## src/common/sdcd_regs.svh

```systemverilog
// Constants for the SDRAM command decoder: widths, field positions, reset values and timing counts
`ifndef SDCD_REGS_SVH
`define SDCD_REGS_SVH

`define SDCD_ADDR_W        13
`define SDCD_COL_W         10
`define SDCD_DQ_W          16
`define SDCD_DQM_W         2
`define SDCD_MODE_W        12
`define SDCD_AP_BIT        10
`define SDCD_MODE_RST      12'h000
`define SDCD_BL_LSB        0
`define SDCD_BT_BIT        3
`define SDCD_FIFO_DEPTH    16
`define SDCD_READ_DQM_LAT  2
`define SDCD_CLK_MHZ       50
`define SDCD_MRD_CK        2
`define SDCD_REF_CNT_RST   13'h0000

`endif

```

## src/common/sdcd_pkg.sv

```systemverilog
// Types shared by the SDRAM command decoder modules
package sdcd_pkg;

  typedef enum logic [3:0] {
    SDCD_CMD_INHIBIT,
    SDCD_CMD_NOP,
    SDCD_CMD_ACTIVATE,
    SDCD_CMD_READ,
    SDCD_CMD_WRITE,
    SDCD_CMD_BURST_STOP,
    SDCD_CMD_DEEP_SLEEP,
    SDCD_CMD_PRECHARGE,
    SDCD_CMD_AUTO_REFRESH,
    SDCD_CMD_SELF_REFRESH,
    SDCD_CMD_MODE_LOAD
  } sdcd_cmd_t;

  typedef enum logic [1:0] {
    SDCD_PWR_ACTIVE,
    SDCD_PWR_SELF_REFRESH,
    SDCD_PWR_DEEP_SLEEP
  } sdcd_pwr_t;

  typedef enum logic [1:0] {
    SDCD_BURST_IDLE,
    SDCD_BURST_READ,
    SDCD_BURST_WRITE
  } sdcd_burst_t;

endpackage

```

## src/rtl/sdcd_fifo.sv

```systemverilog
// Parameterised valid/ready FIFO used in the read data path
`timescale 1ns/1ps
module sdcd_fifo #(
  parameter int WIDTH = 18,
  parameter int DEPTH = 16
) (
  // Clock and reset
  input  wire logic             clk,
  input  wire logic             rst,
  // Fill side
  input  wire logic             in_valid,
  output logic                  in_ready,
  input  wire logic [WIDTH-1:0] in_data,
  // Drain side
  output logic                  out_valid,
  input  wire logic             out_ready,
  output logic      [WIDTH-1:0] out_data
);
  localparam int AW = $clog2(DEPTH);

  logic [WIDTH-1:0] mem [DEPTH];
  logic [AW-1:0]    wr_ptr_reg;
  logic [AW-1:0]    rd_ptr_reg;
  logic [AW:0]      count_reg;
  logic             push;
  logic             pop;

  assign in_ready  = (count_reg != (AW+1)'(DEPTH));
  assign out_valid = (count_reg != '0);
  assign out_data  = mem[rd_ptr_reg];
  assign push      = in_valid && in_ready;
  assign pop       = out_valid && out_ready;

  always_ff @(posedge clk) begin
    if (push) begin
      mem[wr_ptr_reg] <= in_data;
    end
  end

  always_ff @(posedge clk) begin
    if (rst) begin
      wr_ptr_reg <= '0;
      rd_ptr_reg <= '0;
      count_reg  <= '0;
    end else begin
      if (push) begin
        wr_ptr_reg <= wr_ptr_reg + 1'b1;
      end
      if (pop) begin
        rd_ptr_reg <= rd_ptr_reg + 1'b1;
      end
      count_reg <= count_reg + (AW+1)'(push) - (AW+1)'(pop);
    end
  end

  fifo_bound_a: assert property (@(posedge clk) disable iff (rst)
    count_reg <= (AW+1)'(DEPTH))
    else $error("FIFO count exceeds depth");
endmodule

```

## src/rtl/sdcd_bank.sv

```systemverilog
// One bank's open-row state with self-timed auto precharge
`timescale 1ns/1ps
`include "sdcd_regs.svh"
module sdcd_bank (
  // Clock and reset
  input  wire logic                      clk,
  input  wire logic                      rst,
  // Commands decoded for this bank
  input  wire logic                      activate,
  input  wire logic [`SDCD_ADDR_W-1:0]   row,
  input  wire logic                      precharge,
  input  wire logic                      arm_auto_pre,
  input  wire logic                      burst_done,
  // State
  output logic                           row_open,
  output logic      [`SDCD_ADDR_W-1:0]   open_row,
  output logic                           auto_pre_pending
);
  always_ff @(posedge clk) begin
    if (rst) begin
      row_open <= 1'b0;
      open_row <= '0;
    end else if (precharge || (auto_pre_pending && burst_done)) begin
      row_open <= 1'b0;
    end else if (activate) begin
      row_open <= 1'b1;
      open_row <= row;
    end
  end

  always_ff @(posedge clk) begin
    if (rst) begin
      auto_pre_pending <= 1'b0;
    end else if (arm_auto_pre) begin
      auto_pre_pending <= 1'b1;
    end else if (burst_done || precharge) begin
      auto_pre_pending <= 1'b0;
    end
  end
endmodule

```

## src/rtl/sdcd_top.sv

```systemverilog
// SDRAM command decoder and bank-control front end
`timescale 1ns/1ps
`include "sdcd_regs.svh"
// ============================================================
// Notes on behaviour
// - All inputs sampled on rising clock only
// - Four banks; activate picks bank and row
// - Chip select high: no new command
// - All strobes high is no-operation
// - Activate opens addressed row in bank
// - Row stays open until bank precharged
// - Read and write pick bank and column
// - Address bit ten: auto precharge, this access
// - Auto precharge closes row after burst
// - Burst stop, or deep sleep if clock-enable low
// - Precharge one bank, or all with bit ten
// - Auto refresh, or self refresh if clock-enable low
// - Refresh rows come from internal counter
// - Mode load takes address bits eleven to zero
// - Write mask applies in same cycle
// - Read mask floats outputs two cycles later (here three)
// - New column accepted every clock
// - Banks run independently
// - Burst walks columns internally per mode
// - Burst stop truncates latest read or write
// - Deep sleep entered idle, left on clock-enable
module sdcd_top
  import sdcd_pkg::*;
(
  // Clock and reset
  input  wire logic                     clk,
  input  wire logic                     rst,
  // Command pins
  input  wire logic                     clk_en,
  input  wire logic                     chip_sel_n,
  input  wire logic                     row_strobe_n,
  input  wire logic                     col_strobe_n,
  input  wire logic                     write_strobe_n,
  input  wire logic                     bank_select_lo,
  input  wire logic                     bank_select_hi,
  input  wire logic [`SDCD_ADDR_W-1:0]  addr,
  input  wire logic [`SDCD_DQM_W-1:0]   byte_mask,
  // Data pins, split three ways
  input  wire logic [`SDCD_DQ_W-1:0]    dq_in,
  output logic      [`SDCD_DQ_W-1:0]    dq_out,
  output logic      [`SDCD_DQM_W-1:0]   dq_oe_n,
  // Array side: write port
  output logic                          arr_wr_en,
  output logic      [1:0]               arr_bank,
  output logic      [`SDCD_ADDR_W-1:0]  arr_row,
  output logic      [`SDCD_COL_W-1:0]   arr_col,
  output logic      [`SDCD_DQ_W-1:0]    arr_wr_data,
  output logic      [`SDCD_DQM_W-1:0]   arr_wr_byte_en,
  // Array side: read request and returned data
  output logic                          arr_rd_en,
  input  wire logic                     arr_rd_valid,
  output logic                          arr_rd_ready,
  input  wire logic [`SDCD_DQ_W-1:0]    arr_rd_data,
  // Refresh and status
  output logic                          refresh_pulse,
  output logic      [`SDCD_ADDR_W-1:0]  refresh_row,
  output logic      [`SDCD_MODE_W-1:0]  mode_reg,
  output logic      [3:0]               bank_open,
  output logic      [1:0]               power_state
);
  // ============================================================
  // Command decode
  function automatic sdcd_cmd_t decode(input logic cs_n, input logic ras_n, input logic cas_n,
                                       input logic we_n, input logic cke);
    sdcd_cmd_t c;
    c = SDCD_CMD_NOP;
    if (cs_n) begin
      c = SDCD_CMD_INHIBIT;
    end else begin
      case ({ras_n, cas_n, we_n})
        3'h7: c = SDCD_CMD_NOP;
        3'h3: c = SDCD_CMD_ACTIVATE;
        3'h5: c = SDCD_CMD_READ;
        3'h4: c = SDCD_CMD_WRITE;
        3'h6: c = cke ? SDCD_CMD_BURST_STOP : SDCD_CMD_DEEP_SLEEP;
        3'h2: c = SDCD_CMD_PRECHARGE;
        3'h1: c = cke ? SDCD_CMD_AUTO_REFRESH : SDCD_CMD_SELF_REFRESH;
        3'h0: c = SDCD_CMD_MODE_LOAD;
        default: c = SDCD_CMD_NOP;
      endcase
    end
    return c;
  endfunction

  // Burst length from the mode field; full page maps to all columns
  function automatic logic [`SDCD_COL_W:0] burst_len(input logic [2:0] code);
    logic [`SDCD_COL_W:0] n;
    n = '0;
    case (code)
      3'h0:    n = 11'h001;
      3'h1:    n = 11'h002;
      3'h2:    n = 11'h004;
      3'h3:    n = 11'h008;
      3'h7:    n = 11'h400;
      default: n = 11'h001;
    endcase
    return n;
  endfunction

  // ============================================================
  // Input register stage
  logic                    cke_reg;
  logic                    cs_n_reg;
  logic                    ras_n_reg;
  logic                    cas_n_reg;
  logic                    we_n_reg;
  logic [1:0]              ba_reg;
  logic [`SDCD_ADDR_W-1:0] addr_reg;
  logic [`SDCD_DQM_W-1:0]  dqm_reg;
  logic [`SDCD_DQ_W-1:0]   dq_reg;
  logic [`SDCD_DQ_W-1:0]   wr_data_d_reg;
  logic [`SDCD_DQM_W-1:0]  wr_mask_d_reg;
  sdcd_cmd_t               cmd;

  always_ff @(posedge clk) begin
    if (rst) begin
      cke_reg   <= 1'b1;
      cs_n_reg  <= 1'b1;
      ras_n_reg <= 1'b1;
      cas_n_reg <= 1'b1;
      we_n_reg  <= 1'b1;
      ba_reg    <= '0;
      addr_reg  <= '0;
      dqm_reg   <= '1;
      dq_reg    <= '0;
      wr_data_d_reg <= '0;
      wr_mask_d_reg <= '1;
    end else begin
      cke_reg   <= clk_en;
      cs_n_reg  <= chip_sel_n;
      ras_n_reg <= row_strobe_n;
      cas_n_reg <= col_strobe_n;
      we_n_reg  <= write_strobe_n;
      ba_reg    <= {bank_select_hi, bank_select_lo};
      addr_reg  <= addr;
      dqm_reg   <= byte_mask;
      dq_reg    <= dq_in;
      wr_data_d_reg <= dq_reg;
      wr_mask_d_reg <= dqm_reg;
    end
  end

  // Commands are ignored while asleep except for the wake condition
  logic awake;
  assign awake = (power_state == 2'(SDCD_PWR_ACTIVE));
  assign cmd = awake ? decode(cs_n_reg, ras_n_reg, cas_n_reg, we_n_reg, cke_reg)
                     : SDCD_CMD_INHIBIT;

  // ============================================================
  // Mode register and power state
  always_ff @(posedge clk) begin
    if (rst) begin
      mode_reg <= `SDCD_MODE_RST;
    end else if (cmd == SDCD_CMD_MODE_LOAD) begin
      mode_reg <= addr_reg[`SDCD_MODE_W-1:0];
    end
  end

  always_ff @(posedge clk) begin
    if (rst) begin
      power_state <= 2'(SDCD_PWR_ACTIVE);
    end else if (!awake && cke_reg) begin
      power_state <= 2'(SDCD_PWR_ACTIVE);
    end else if (cmd == SDCD_CMD_SELF_REFRESH) begin
      power_state <= 2'(SDCD_PWR_SELF_REFRESH);
    end else if (cmd == SDCD_CMD_DEEP_SLEEP && bank_open == 4'h0) begin
      power_state <= 2'(SDCD_PWR_DEEP_SLEEP);
    end
  end

  // ============================================================
  // Refresh counter; address pins play no part
  always_ff @(posedge clk) begin
    if (rst) begin
      refresh_row   <= `SDCD_REF_CNT_RST;
      refresh_pulse <= 1'b0;
    end else begin
      refresh_pulse <= (cmd == SDCD_CMD_AUTO_REFRESH);
      if (cmd == SDCD_CMD_AUTO_REFRESH) begin
        refresh_row <= refresh_row + 1'b1;
      end
    end
  end

  // ============================================================
  // Burst engine: one active burst, restarted by every new column
  sdcd_burst_t             burst_reg;
  logic [1:0]              burst_bank_reg;
  logic [`SDCD_COL_W-1:0]  start_col_reg;
  logic [`SDCD_COL_W:0]    beat_reg;
  logic [`SDCD_COL_W:0]    len_reg;
  logic                    burst_last;
  logic                    rw_cmd;
  logic                    fifo_in_ready;
  logic [`SDCD_COL_W-1:0]  cur_col;

  assign rw_cmd     = (cmd == SDCD_CMD_READ) || (cmd == SDCD_CMD_WRITE);
  assign burst_last = (burst_reg != SDCD_BURST_IDLE) && (beat_reg + 1'b1 == len_reg);

  // Interleaved order xors the beat count into the start column
  always_comb begin
    if (mode_reg[`SDCD_BT_BIT]) begin
      cur_col = start_col_reg ^ beat_reg[`SDCD_COL_W-1:0];
    end else begin
      cur_col = start_col_reg + beat_reg[`SDCD_COL_W-1:0];
    end
  end

  always_ff @(posedge clk) begin
    if (rst) begin
      burst_reg      <= SDCD_BURST_IDLE;
      burst_bank_reg <= '0;
      start_col_reg  <= '0;
      beat_reg       <= '0;
      len_reg        <= 11'h001;
    end else if (rw_cmd) begin
      burst_reg      <= (cmd == SDCD_CMD_READ) ? SDCD_BURST_READ : SDCD_BURST_WRITE;
      burst_bank_reg <= ba_reg;
      start_col_reg  <= addr_reg[`SDCD_COL_W-1:0];
      beat_reg       <= '0;
      len_reg        <= burst_len(mode_reg[`SDCD_BL_LSB +: 3]);
    end else if (cmd == SDCD_CMD_BURST_STOP) begin
      burst_reg <= SDCD_BURST_IDLE;
    end else if (burst_reg != SDCD_BURST_IDLE && (fifo_in_ready || burst_reg == SDCD_BURST_WRITE)) begin
      if (burst_last) begin
        burst_reg <= SDCD_BURST_IDLE;
      end else begin
        beat_reg <= beat_reg + 1'b1;
      end
    end
  end

  // The beat due this cycle still goes out when a new command or a stop lands
  logic burst_step;
  assign burst_step = (burst_reg != SDCD_BURST_IDLE);

  // ============================================================
  // Banks
  logic [`SDCD_ADDR_W-1:0] open_row [4];
  logic [3:0]              ap_pending;

  for (genvar b = 0; b < 4; b++) begin : g_bank
    logic act_b;
    logic pre_b;
    logic arm_b;
    logic done_b;
    assign act_b  = (cmd == SDCD_CMD_ACTIVATE) && (ba_reg == 2'(b));
    assign pre_b  = (cmd == SDCD_CMD_PRECHARGE)
                    && (addr_reg[`SDCD_AP_BIT] || ba_reg == 2'(b));
    assign arm_b  = rw_cmd && addr_reg[`SDCD_AP_BIT] && (ba_reg == 2'(b));
    assign done_b = (burst_bank_reg == 2'(b)) && burst_last && burst_step
                    && (fifo_in_ready || burst_reg == SDCD_BURST_WRITE);
    sdcd_bank u_bank (
      .clk              (clk),
      .rst              (rst),
      .activate         (act_b),
      .row              (addr_reg),
      .precharge        (pre_b),
      .arm_auto_pre     (arm_b),
      .burst_done       (done_b),
      .row_open         (bank_open[b]),
      .open_row         (open_row[b]),
      .auto_pre_pending (ap_pending[b])
    );
  end

  // ============================================================
  // Array access
  logic beat_go;
  assign beat_go = burst_step && (fifo_in_ready || burst_reg == SDCD_BURST_WRITE);

  always_ff @(posedge clk) begin
    if (rst) begin
      arr_wr_en      <= 1'b0;
      arr_rd_en      <= 1'b0;
      arr_bank       <= '0;
      arr_row        <= '0;
      arr_col        <= '0;
      arr_wr_data    <= '0;
      arr_wr_byte_en <= '0;
    end else begin
      arr_wr_en      <= beat_go && burst_reg == SDCD_BURST_WRITE;
      arr_rd_en      <= beat_go && burst_reg == SDCD_BURST_READ;
      arr_bank       <= burst_bank_reg;
      arr_row        <= open_row[burst_bank_reg];
      arr_col        <= cur_col;
      arr_wr_data    <= wr_data_d_reg;
      arr_wr_byte_en <= ~wr_mask_d_reg;
    end
  end

  // ============================================================
  // Read data path: FIFO absorbs array latency and stalls the burst
  logic                   fifo_out_valid;
  logic [`SDCD_DQ_W-1:0]  fifo_out_data;
  logic [`SDCD_DQM_W-1:0] dqm_d1_reg;

  sdcd_fifo #(
    .WIDTH (`SDCD_DQ_W),
    .DEPTH (`SDCD_FIFO_DEPTH)
  ) u_rd_fifo (
    .clk       (clk),
    .rst       (rst),
    .in_valid  (arr_rd_valid),
    .in_ready  (fifo_in_ready),
    .in_data   (arr_rd_data),
    .out_valid (fifo_out_valid),
    .out_ready (1'b1),
    .out_data  (fifo_out_data)
  );
  assign arr_rd_ready = fifo_in_ready;

  // Mask pipeline gives the three-clock float delay on reads
  always_ff @(posedge clk) begin
    if (rst) begin
      dqm_d1_reg <= '1;
      dq_out     <= '0;
      dq_oe_n    <= '1;
    end else begin
      dqm_d1_reg <= dqm_reg;
      dq_out     <= fifo_out_data;
      dq_oe_n    <= fifo_out_valid ? dqm_d1_reg : '1;
    end
  end

  // ============================================================
  // Checks
  inhibit_no_act_a: assert property (@(posedge clk) disable iff (rst)
    cs_n_reg |-> cmd == SDCD_CMD_INHIBIT)
    else $error("Command taken while deselected");
  activate_opens_a: assert property (@(posedge clk) disable iff (rst)
    cmd == SDCD_CMD_ACTIVATE && !(cmd == SDCD_CMD_PRECHARGE) |=> bank_open[$past(ba_reg)])
    else $error("Activate did not open the bank");
  pre_all_a: assert property (@(posedge clk) disable iff (rst)
    cmd == SDCD_CMD_PRECHARGE && addr_reg[`SDCD_AP_BIT] |=> bank_open == 4'h0)
    else $error("Precharge all left a bank open");
  mode_load_a: assert property (@(posedge clk) disable iff (rst)
    cmd == SDCD_CMD_MODE_LOAD |=> mode_reg == $past(addr_reg[`SDCD_MODE_W-1:0]))
    else $error("Mode register not loaded");
  refresh_count_a: assert property (@(posedge clk) disable iff (rst)
    cmd == SDCD_CMD_AUTO_REFRESH |=> refresh_row == $past(refresh_row) + 1'b1)
    else $error("Refresh counter did not advance");
  burst_stop_a: assert property (@(posedge clk) disable iff (rst)
    cmd == SDCD_CMD_BURST_STOP |=> burst_reg == SDCD_BURST_IDLE)
    else $error("Burst stop did not end burst");
  write_mask_a: assert property (@(posedge clk) disable iff (rst)
    arr_wr_en |-> arr_wr_byte_en == ~$past(dqm_reg, 2))
    else $error("Write mask not applied in its cycle");
  read_float_a: assert property (@(posedge clk) disable iff (rst)
    dqm_reg[0] ##1 1'b1 |=> dq_oe_n[0])
    else $error("Read data driven against mask");
  deep_exit_a: assert property (@(posedge clk) disable iff (rst)
    power_state == 2'(SDCD_PWR_DEEP_SLEEP) && cke_reg |=> power_state == 2'(SDCD_PWR_ACTIVE))
    else $error("Deep sleep not left on clock enable");

  cov_read_c:  cover property (@(posedge clk) cmd == SDCD_CMD_READ ##[1:8] arr_rd_en);
  cov_ap_c:    cover property (@(posedge clk) |ap_pending ##[1:20] bank_open == 4'h0);
  cov_self_c:  cover property (@(posedge clk) cmd == SDCD_CMD_SELF_REFRESH);
  cov_full_c:  cover property (@(posedge clk) !fifo_in_ready);
endmodule

```

## config.mk

```make
export PLATFORM = sky130hd
export DESIGN_NAME = sdcd_top
export DESIGN_NICKNAME = d
export VERILOG_FILES = /design/src/common/sdcd_pkg.sv /design/src/rtl/sdcd_fifo.sv /design/src/rtl/sdcd_bank.sv /design/src/rtl/sdcd_top.sv
export VERILOG_INCLUDE_DIRS = /design/src /design/src/common
export SDC_FILE = /design/constraint.sdc
export NUM_CORES = 1
export LEC_CHECK = 0
export BUFFER_PORTS_ARGS = -buffer_cell sky130_fd_sc_hd__buf_2
export CAP_MARGIN = 20
export CORE_MARGIN = 1.5
export CORE_UTILIZATION = 50
export DETAILED_ROUTE_END_ITERATION = 6
export PLACE_DENSITY = 0.76
export SKIP_CTS_REPAIR_TIMING = 1
export SYNTH_ARGS = -nofsm -noshare
export SYNTH_HDL_FRONTEND = slang
export SYNTH_SLANG_ARGS = --single-unit
```

## constraint.sdc

```tcl
create_clock -name clk -period 3.39 [get_ports clk]
set_clock_uncertainty 0.2 [all_clocks]
set_input_delay 0.339 -clock clk [delete_from_list [all_inputs] [get_ports clk]]
set_output_delay 0.339 -clock clk [all_outputs]
set_load 0.03 [all_outputs]
```

; ---- Word-level counts from Yosys, hierarchy flattened
; Memories as Yosys holds them, arrays and structs flattened. A register that Yosys moved wholly into a read port is not among the register bits.
; Index checks and enable logic that the tools add are counted.
[totals]
memories = 1
word_cells = 199
latchBits = 0
reg_bits = 240
ram_bits = 256
in_bits = 57
rom_bits = 0
[classes]
n_eq_ne = 30
bitwise = 10
muxes = 27
shifts = 0
n_mul = 0
n_reduce_logical = 79
div = 0
n_addsub = 7
n_lt_le_gt_ge = 1
[mem_list]
columns = memory, depth, width, read_ports, rd_clocked_by_memory_dff, wr, line
row1 = u_rd_fifo.mem, 16, 16, 1, 1, 1, sdcd_fifo.sv:21  ; logic [WIDTH-1:0] mem [DEPTH];
[op_table]
columns = op, n
row1 = $pmux 11 s4, 1
row2 = $logic_and 1x1->1, 36
row3 = $pmux 4 s8, 1
row4 = $bmux 13 s2, 1
row5 = $mux 13, 2
row6 = $eq 4x3->1 const B, 4
row7 = $eq 3x3->1 const B, 5
row8 = $logic_or 1x1->1, 14
row9 = $reduce_or 2->1, 7
row10 = $add 13x1->13 const B, 1
row11 = $mux 1, 13
row12 = $eq 3x2->1 const B, 4
row13 = $eq 4x4->1 const B, 3
row14 = $mux 2, 6
row15 = $reduce_bool 2->1, 6
row16 = $add 11x1->11 const B, 1
row17 = $eq 11x11->1, 1
row18 = $add 10x10->10, 1
row19 = $eq 2x2->1 const B, 5
row20 = $mux 10, 1
row21 = $reduce_and 2->1, 5
row22 = $xor 10x10->10, 1
row23 = $add 4x1->4 const B, 2
row24 = $eq 4x2->1 const B, 2
row25 = 18 further kinds, 31

; ---- Logic depth before layout (Yosys ltp)
; Gate-level depths: netlist of the first run.
[depth]
depth_word = 10
mapped_depth = 13
depth_no_buf = 13

; ---- By module
; Synthesis of the first run repeated with hierarchy kept, for this count alone.
[hier_totals]
hier_cells = 1490
hier_area_um2 = 20233.2
[modules_own_cells]
columns = mod, n_inst, cells_each, seq_area_each_um2, area_per_inst_um2
row1 = sdcd_fifo, 1, 503, 8027.7, 10543.9
row2 = sdcd_top, 1, 719, 3543.4, 6931.6
row3 = sdcd_bank, 4, 67, 300.3, 689.4

; ---- Least setup slack after synthesis of the first run
; OpenSTA, ideal clock, no wires.
[synth_timing]
path_type = register to register
startpoint = register u_rd_fifo.count_reg[2]
endpoint = memory u_rd_fifo.mem[3][0] in the netlist's numbering, enable pin
setup_time_ns = 0.409
synth_period_minus_slack_ns = 3.043
slack_ns = 0.347
path_stages_with_launch = 8
t_arrival_ns = 2.434
path_cell_list = dfxtp_1 -> inv_1 -> ha_1 -> nor4bb_1 -> nor2b_1 -> clkbuf_1 -> nand2_1 -> nor3_1
[synth_between]
elab_chain_cells = 4
[synth_lines]
columns = element, line
row1 = start: declaration, sdcd_fifo.sv:24  ; logic [AW:0] count_reg;
row2 = start signal: assignment, sdcd_fifo.sv:52  ; count_reg <= count_reg + (AW+1)'(push) - (AW+1)'(pop);
row3 = $ne 5x5->1, sdcd_fifo.sv:28  ; assign in_ready = (count_reg != (AW+1)'(DEPTH));
row4 = $logic_and 1x1->1, sdcd_fifo.sv:31  ; assign push = in_valid && in_ready;
row5 = named net u_rd_fifo.push, sdcd_fifo.sv:25  ; logic push;
row6 = $mux 1, sdcd_fifo.sv:35  ; if (push) begin
row7 = $mux 1 (implied by the code), sdcd_fifo.sv:36  ; mem[wr_ptr_reg] <= in_data;
row8 = end: declaration, sdcd_fifo.sv:21
; The timed path passes the listed nets, and every way through them passes these cells.

; ---- Worst setup path in the final report of the first run
[layout_timing]
startpoint = register beat_reg[0]
endpoint = register g_bank[2].u_bank.open_row[11]
[layout_between]
elab_chain_cells = 10
[layout_lines]
columns = element, line
row1 = start: declaration, sdcd_top.sv:195  ; logic [`SDCD_COL_W:0] beat_reg;
row2 = start signal: assignment, sdcd_top.sv:233  ; beat_reg <= beat_reg + 1'b1;
row3 = $add 11x1->11, sdcd_top.sv:203  ; assign burst_last = (burst_reg != SDCD_BURST_IDLE) && (beat_reg + 1'b1 == len_reg);
row4 = $eq 11x11->1, sdcd_top.sv:203
row5 = $logic_and 1x1->1, sdcd_top.sv:203
row6 = $logic_and 1x1->1 (2 in a row), sdcd_top.sv:256  ; assign done_b = (burst_bank_reg == 2'(b)) && burst_last && burst_step
row7 = $logic_and 1x1->1, sdcd_top.sv:257  ; && (fifo_in_ready || burst_reg == SDCD_BURST_WRITE);
row8 = $logic_and 1x1->1, sdcd_bank.sv:23  ; end else if (precharge || (auto_pre_pending && burst_done)) begin
row9 = $logic_or 1x1->1, sdcd_bank.sv:23
row10 = $not 1->1 (no source line), --
row11 = $reduce_and 2->1 (no source line), --
row12 = end signal: assignment, sdcd_bank.sv:27  ; open_row <= row;
row13 = end: declaration, sdcd_bank.sv:16  ; output logic [`SDCD_ADDR_W-1:0] open_row,
; Every way passes these cells.
; A chain may end at the register's enable or synchronous reset.

==> impl_summary.log, run 1 <==
[metrics] detailed-routing iteration count for the pre-antenna-repair pass: 6
[metrics] Area Growth Syn to Fin: 19.2%
[metrics] Sum Neg Setup Slack: 0 ps
[metrics] Reg power frac: 46.1%
[metrics] number of placement rows: 72
[metrics] crit path time final: 3150 ps
[metrics] Synth warnings: 0
[metrics] total gr overflow: 0
[metrics] sort of element at the start of the critical path: flip-flop
[metrics] leading registers by flop count: u_rd_fifo.mem (256), g_bank.u_bank.open_row (52)
[metrics] Reg-to-Reg End: g_bank[2].u_bank.open_row[11]
[metrics] via count of the first global-routing pass: 11700
[metrics] total power of the final layout: 0.0149 W
[metrics] depth of the most critical reg-to-reg path: 8
[metrics] Finish-stage setup viols: 0
[metrics] share of cells above drive strength 1: 24.4%
[metrics] Arr. time, crit path: 3460 ps
[metrics] required time of the worst setup path: 3700 ps
[metrics] residual antenna-violating net count after detailed routing: 0
[metrics] share of flip-flops with an asynchronous set or reset after synthesis: 0%
[metrics] RSZ-0062 raised after global routing: false
[metrics] ports placed on the boundary: 153
[metrics] Post-synth EDFFs: 256
[metrics] routed length per instance: 19.9 um
[metrics] net count of the mapped netlist: 1451
[metrics] share of the synthesized area in the top cell type: 39.3%
[metrics] count of nets after finishing: 1668
[metrics] Die Y: 201 um
[metrics] HP Start: rst
[metrics] Synth area leaders: sky130_fd_sc_hd__edfxtp_1 39%, sky130_fd_sc_hd__dfxtp_1 26%, sky130_fd_sc_hd__mux4_2 11%, sky130_fd_sc_hd__nor2b_1 3.3%, sky130_fd_sc_hd__mux2i_1 2.9%
[metrics] Die Outline Area: 0.0403 mm2
[metrics] number of flip-flops and latches in the synthesized netlist: 506
[metrics] post-synthesis cell count: 1370
[metrics] commonest register cell after synthesis: sky130_fd_sc_hd__edfxtp_1
[metrics] final weighted congestion in routability-driven placement: 0.875
[metrics] CP max FO: 16
[metrics] clk root buf: sky130_fd_sc_hd__clkbuf_16
[metrics] global-route wire length before repair: 64700 um
[metrics] post-CTS clock slew at the launch and capture registers of the worst setup and hold paths: 60 ps
[metrics] cell area after synthesis: 0.0196 mm2
[metrics] number of vias per cell after detailed routing: 5.46
[metrics] All-Layer GR Usage: 20.9%
[metrics] type of the tightest min-delay check: in2reg
[metrics] final worst-path cycle share: 93.0%
[metrics] Least-Margin Pin Slew: 1060 ps
[metrics] hold violation count in the final report: 0
[metrics] endpoint type of the worst setup path: flip-flop
[metrics] worst hold path cell count: 2
[metrics] DPL Wire Length: 25900 um
[metrics] max reg flops: 256
[metrics] die extent in x: 201 um
[metrics] vias after detailed routing: 11700
[metrics] biggest area consumer among synthesized cells: sky130_fd_sc_hd__edfxtp_1
[metrics] commonest non-fill, non-tap cells in the layout: 256 x sky130_fd_sc_hd__edfxtp_1, 248 x sky130_fd_sc_hd__dfxtp_1, 151 x sky130_fd_sc_hd__buf_2
[metrics] Seq/Total Area, Yosys: 64.9%
[metrics] Max Buffers Root-to-Sink: 3
[metrics] effective utilization at floorplan: 50.6%
[metrics] total detailed-routing wirelength: 42700 um
[metrics] total CTS buffers: 51
[metrics] internal reg-to-reg setup slack: 240 ps
[metrics] reg-to-reg critical path startpoint: beat_reg[0]
[metrics] final-report max-slew violation count: 0
[metrics] initial detailed-routing violation count: 875
[metrics] most common cell after layout, fill and taps aside: sky130_fd_sc_hd__edfxtp_1
[metrics] count of clock tree sinks: 506
[metrics] Max-cap violations: 0
[metrics] fraction of power consumed by the clock network: 39.6%
[metrics] Max rail drop VDD: 0.555 mV
[metrics] end point of the most critical hold path: addr_reg[5]
[metrics] syn_area_per_cell: 14.3 um2
[metrics] pin count of the biggest net entering global routing: 139
[metrics] switching power of the nets: 0.00357 W
[metrics] total DRC errors in the routed layout: 0
[metrics] category of the critical setup timing path: reg2reg
[metrics] maximum achievable frequency: 317 MHz
[metrics] proportion of total power due to net switching: 24.0%
[metrics] H-tree levels: 2
[metrics] CTS tree: built
[metrics] outcome: completed
[metrics] P_int: 0.0113 W
[metrics] max_slew headroom: 28.8%
[metrics] initial antenna violation count: 1
[metrics] PD cells: 637 mW/mm2
[metrics] Port-buffer cells: 152
[metrics] Leakage: 8.58 nW
[metrics] Std-Cell Core Area: 0.0386 mm2
[metrics] Worst-Skew Late Latency: 600 ps
[metrics] Comb pwr share: 14.3%
[metrics] library cells used by synthesis: 63
[metrics] largest register by flop count: u_rd_fifo.mem
[metal layers]
layer | wire length (um) | global-route usage, % | vias to the layer above
li1 | - | - | 5426
met1 | 17300 | 26.0 | 5822
met2 | 21600 | 35.6 | 375
met3 | 2330 | 4.42 | 99
met4 | 1480 | 8.40 | 0
met5 | 0 | 0 | -
[worst max-delay path by stage]
stage | startpoint | cells after the start | to | slack [ps]
3_3_place_gp | beat_reg[0] | 8 | g_bank[2].u_bank.open_row[9] | 400
3_5_place_dp | beat_reg[0] | 8 | g_bank[2].u_bank.open_row[12] | 290
5_1_grt | beat_reg[0] | 8 | g_bank[2].u_bank.open_row[2] | 20
4_1_cts | beat_reg[0] | 8 | g_bank[2].u_bank.open_row[11] | 230
2_1_floorplan | u_rd_fifo.count_reg[2] | 7 | u_rd_fifo.mem[3][0] | 350
6_report | beat_reg[0] | 8 | g_bank[2].u_bank.open_row[11] | 240
[stage by stage]
stage | util (%) | instance area, um2 | hold slack [ps] | cells | worst slack [ps]
detailed placement | 54.3 | 21000 | 193 | 1998 | 288
global route | 60.3 | 23300 | 148 | 2147 | 22.8
floorplan | - | 19600 | 174 | 1370 | 347
finish | 60.3 | 23300 | 71.8 | 2147 | 238
CTS | 58.9 | 22800 | -308 | 2092 | 233
global placement | 54.3 | 21000 | 181 | 1998 | 398
[kinds of logic after synthesis]
group,after synthesis,share of synthesized area [%]
buffers and inverters,101,2.35
xor gates and xnor gates,28,1.25
AOI/OAI and AO/OA,112,3.58
muxes,151,13.7
adders and majority gates,25,1.66
DFF,506,64.9
and+or+nand+nor,447,12.6
[worst max-delay path: stages, from the launching register on]
cell	delay, ps
sky130_fd_sc_hd__dfxtp_1	440
sky130_fd_sc_hd__ha_1	350
sky130_fd_sc_hd__and4_1	280
sky130_fd_sc_hd__nand4_1	230
sky130_fd_sc_hd__mux2i_1	230
sky130_fd_sc_hd__or4_4	690
sky130_fd_sc_hd__o211ai_4	250
sky130_fd_sc_hd__buf_12	190
sky130_fd_sc_hd__mux2i_1	220
[cells in the mapped netlist (3+ instances only)]
| library cell | instances |
|---|---|
| sky130_fd_sc_hd__inv_1 | 20 |
| sky130_fd_sc_hd__and4_1 | 3 |
| sky130_fd_sc_hd__or2_2 | 11 |
| sky130_fd_sc_hd__xor2_1 | 17 |
| sky130_fd_sc_hd__o211ai_4 | 3 |
| sky130_fd_sc_hd__xnor2_1 | 11 |
| sky130_fd_sc_hd__nand3b_1 | 8 |
| sky130_fd_sc_hd__a22oi_1 | 3 |
| sky130_fd_sc_hd__mux2i_1 | 57 |
| sky130_fd_sc_hd__buf_4 | 6 |
| sky130_fd_sc_hd__nor3b_1 | 5 |
| sky130_fd_sc_hd__nand2_1 | 85 |
| sky130_fd_sc_hd__a211o_1 | 3 |
| sky130_fd_sc_hd__buf_1 | 9 |
| sky130_fd_sc_hd__edfxtp_1 | 256 |
| sky130_fd_sc_hd__nand3_1 | 10 |
| sky130_fd_sc_hd__clkbuf_1 | 59 |
| sky130_fd_sc_hd__or3_1 | 9 |
| sky130_fd_sc_hd__and3_1 | 6 |
| sky130_fd_sc_hd__ha_1 | 22 |
| sky130_fd_sc_hd__nor2_1 | 72 |
| sky130_fd_sc_hd__a21oi_1 | 59 |
| sky130_fd_sc_hd__nor4b_1 | 8 |
| sky130_fd_sc_hd__a31o_2 | 3 |
| sky130_fd_sc_hd__o21ai_0 | 20 |
| sky130_fd_sc_hd__and2_1 | 4 |
| sky130_fd_sc_hd__o31ai_1 | 3 |
| sky130_fd_sc_hd__or4_1 | 3 |
| sky130_fd_sc_hd__nand2b_1 | 72 |
| sky130_fd_sc_hd__nor2b_1 | 104 |
| sky130_fd_sc_hd__nand4_1 | 14 |
| sky130_fd_sc_hd__a21o_1 | 3 |
| sky130_fd_sc_hd__buf_6 | 3 |
| sky130_fd_sc_hd__dfxtp_1 | 250 |
| sky130_fd_sc_hd__nor4_1 | 6 |
| sky130_fd_sc_hd__mux4_2 | 93 |
| sky130_fd_sc_hd__nor3_1 | 16 |
[final cells by class]
type                       instances  area [um2]
inverter                          20        75.1
sequential                       506       12700
clock buffer                      70        1440
clock inverter                    24         348
multi-input combinational        763        6420
tap                              518         648
timing repair buffer             245        1680
fill                            2854       15300
antenna                            1        2.50
[power by group through the flow]
stage          combinational [W]  clock, W  sequential, W
2_1_floorplan            0.00143         0        0.00703
3_3_place_gp             0.00204         0        0.00697
3_5_place_dp             0.00209         0        0.00698
4_1_cts                  0.00211   0.00599        0.00686
5_1_grt                  0.00231   0.00623        0.00688
6_report                 0.00213   0.00588        0.00685
(Power assumes the default switching activity.)
==> run 2: changes to the inputs <==
- CTS_BUF_LIST: not set -> sky130_fd_sc_hd__clkbuf_16
==> run 2 against run 1 <==
  * Flip-flop and latch count did not move
  * Clock power fell by 4.4%
  * Combinational power barely moved
  * First-iteration DRC count rose by 16%
  * Final area fell by 0.40%
  * Non-clock buffer count did not move
  * Clock-buffer cell count fell by 19
  * Worst hold slack improved by 53 ps
==> impl_summary.log, run 2 (synthesis gave the netlist of run 1 again) <==
[metrics] final-report max-slew violation count: 0 (unchanged)
[metrics] initial antenna violation count: 1 (unchanged)
[metrics] vias after detailed routing: 11800 (+0.27%)
[metrics] Max-cap violations: 0 (unchanged)
[metrics] initial detailed-routing violation count: 1017 (+16%)
[metrics] share of cells above drive strength 1: 23.8% (-0.55 points)
[metrics] area taken by flip-flops and latches: 0.0127 mm2 (unchanged)
[metrics] final std cells w/o fill: 2147 (unchanged)
[metrics] max reg flops: 256 (unchanged)
[metrics] fill cell count: 2880 (+0.91%)
[metrics] endpoint type of the worst setup path: flip-flop
[metrics] total power of the final layout: 0.0146 W (-1.7%)
[metrics] effective utilization at floorplan: 50.6% (unchanged)
[metrics] Die Outline Area: 0.0403 mm2 (unchanged)
[metrics] outcome: completed
[metrics] required time of the worst setup path: 3700 ps (about the same)
[metrics] global-route wire length before repair: 64700 um (about the same)
[metrics] leading registers by flop count: u_rd_fifo.mem (256), g_bank.u_bank.open_row (52)
[metrics] final weighted congestion in routability-driven placement: 0.875 (unchanged)
[metrics] final worst-path cycle share: 93.2% (+0.21 points)
[metrics] Port-buffer cells: 152 (unchanged)
[metrics] Arr. time, crit path: 3470 ps (about the same)
[metrics] clk root buf: sky130_fd_sc_hd__clkbuf_16
[metrics] sort of element at the start of the critical path: flip-flop
[metrics] die extent in x: 201 um (unchanged)
[metrics] CP max FO: 16 (unchanged)
[metrics] hold violation count in the final report: 0 (unchanged)
[metrics] worst slack at placement: 288 ps (unchanged)
[metrics] final standard cell utilization of the core: 60.1% (-0.24 points)
[metrics] number of placement rows: 72 (unchanged)
[metrics] Crit. Startpoint: beat_reg[0]
[metrics] All-Layer GR Usage: 20.8% (about the same)
[metrics] Worst-Skew Late Latency: 600 ps (about the same)
[metrics] placed instance count: 1998 (unchanged)
[metrics] HP Start: rst
[metrics] total CTS buffers: 51 (unchanged)
[metrics] Max rail drop VDD: 0.488 mV (-12%)
[metrics] max_slew headroom: 29.4% (+0.63 points)
[metrics] category of the critical setup timing path: reg2reg
[metrics] ports placed on the boundary: 153 (unchanged)
[metrics] pin count of the biggest net entering global routing: 139 (unchanged)
[metrics] Std-Cell Core Area: 0.0386 mm2 (unchanged)
[metrics] via count of the first global-routing pass: 11700 (-0.017%)
[metrics] type of the tightest min-delay check: in2reg
[metrics] Finish-stage setup viols: 0 (unchanged)
[metrics] count of clock tree sinks: 506 (unchanged)
[metrics] commonest non-fill, non-tap cells in the layout: 256 x sky130_fd_sc_hd__edfxtp_1, 248 x sky130_fd_sc_hd__dfxtp_1, 151 x sky130_fd_sc_hd__buf_2
[metrics] most common cell after layout, fill and taps aside: sky130_fd_sc_hd__edfxtp_1
[metrics] DPL Wire Length: 25900 um (unchanged)
[metrics] CTS tree: built
[metrics] total detailed-routing wirelength: 42700 um (about the same)
[metrics] Die Y: 201 um (unchanged)
[metrics] largest register by flop count: u_rd_fifo.mem
[metrics] Leakage: 8.57 nW (-0.12%)
[metrics] Least-Margin Pin Slew: 1050 ps (-9.49 ps)
[metrics] combined area of the multi-input logic cells: 0.00642 mm2 (unchanged)
[metrics] post-CTS clock slew at the launch and capture registers of the worst setup and hold paths: 60 ps (about the same)
[metrics] PD cells: 629 mW/mm2 (-1.3%)
[metrics] count of nets after finishing: 1668 (unchanged)
[metrics] crit path time final: 3160 ps (+6.97 ps)
[metrics] Sum Neg Setup Slack: 0 ps (unchanged)
[metrics] total DRC errors in the routed layout: 0 (unchanged)
[metrics] reg-to-reg critical path startpoint: beat_reg[0]
[metrics] H-tree levels: 2 (unchanged)
[metrics] residual antenna-violating net count after detailed routing: 0 (unchanged)
[metrics] routed length per instance: 19.9 um (about the same)
[metrics] Area Growth Syn to Fin: 18.7%
[metrics] maximum achievable frequency: 317 MHz (-0.22%)
[metrics] Max Buffers Root-to-Sink: 3 (unchanged)
[metrics] total gr overflow: 0 (unchanged)
[metrics] detailed-routing iteration count for the pre-antenna-repair pass: 5 (-1)
[metrics] RSZ-0062 raised after global routing: false
[metrics] Worst Setup Slack, final: 231 ps (-6.96 ps)
[metrics] number of vias per cell after detailed routing: 5.47 (+0.27%)
-- run 2: changes by cell type in the layout (fill, tap and decap cells not counted), sizes merged --
| cell | previous run | this run |
|---|---|---|
| clkbuf | 70 | 51 |
| clkinv | 15 | 23 |
| inv | 21 | 32 |
-- run 2: cell type report --
class | count | share of cell area (%)
Inverter | 20 | 0.323
Tap cell | 518 | 2.79
Timing Repair Buffer | 245 | 7.22
Clock inverter | 43 | 1.81
Clock buffer | 51 | 5.50
Antenna cell | 1 | 0.0108
Multi-Input combinational cell | 763 | 27.7
Sequential cell | 506 | 54.7
-- run 2: worst paths after layout --
kind                            slack (ps)  cells after the start                            end
worst max-delay path                   230                      8  g_bank[2].u_bank.open_row[11]
worst min-delay path                   120                      2                    addr_reg[3]
worst max register to register         230                      8  g_bank[2].u_bank.open_row[11]
worst min register to register         210                      1                  dqm_d1_reg[0]
-- run 2: report_power, final --
part / total [W] / internal, W / switching (W)
registers: 0.00685 / 0.00667 / 0.000181
logic: 0.00213 / 0.00109 / 0.00104
clock network: 0.00562 / 0.00328 / 0.00234
-- run 2: worst max-delay path, stage by stage (launching register included) --
cell and delay (ps):
sky130_fd_sc_hd__dfxtp_1 430, sky130_fd_sc_hd__ha_1 360, sky130_fd_sc_hd__and4_1 290, sky130_fd_sc_hd__nand4_1 230
sky130_fd_sc_hd__mux2i_1 230, sky130_fd_sc_hd__or4_4 690, sky130_fd_sc_hd__o211ai_4 250, sky130_fd_sc_hd__buf_12 190
sky130_fd_sc_hd__mux2i_1 220
-- run 2: metal layers --
metal	vias up	wire, um	share of wire (%)	GRT usage [%]
met5	-	0	0	0
li1	5432	-	-	-
met1	5838	17000	40	25.8
met3	94	2620	6.1	4.59
met4	0	1430	3.4	8.14
met2	390	21700	51	35.7
-- run 2: stage by stage --
stage | instance area [um2] | hold WS (ps)
2_1_floorplan | 19600 | 174
3_3_place_gp | 21000 | 181
3_5_place_dp | 21000 | 193
4_1_cts | 22700 | -307
5_1_grt | 23200 | 146
6_report | 23200 | 125
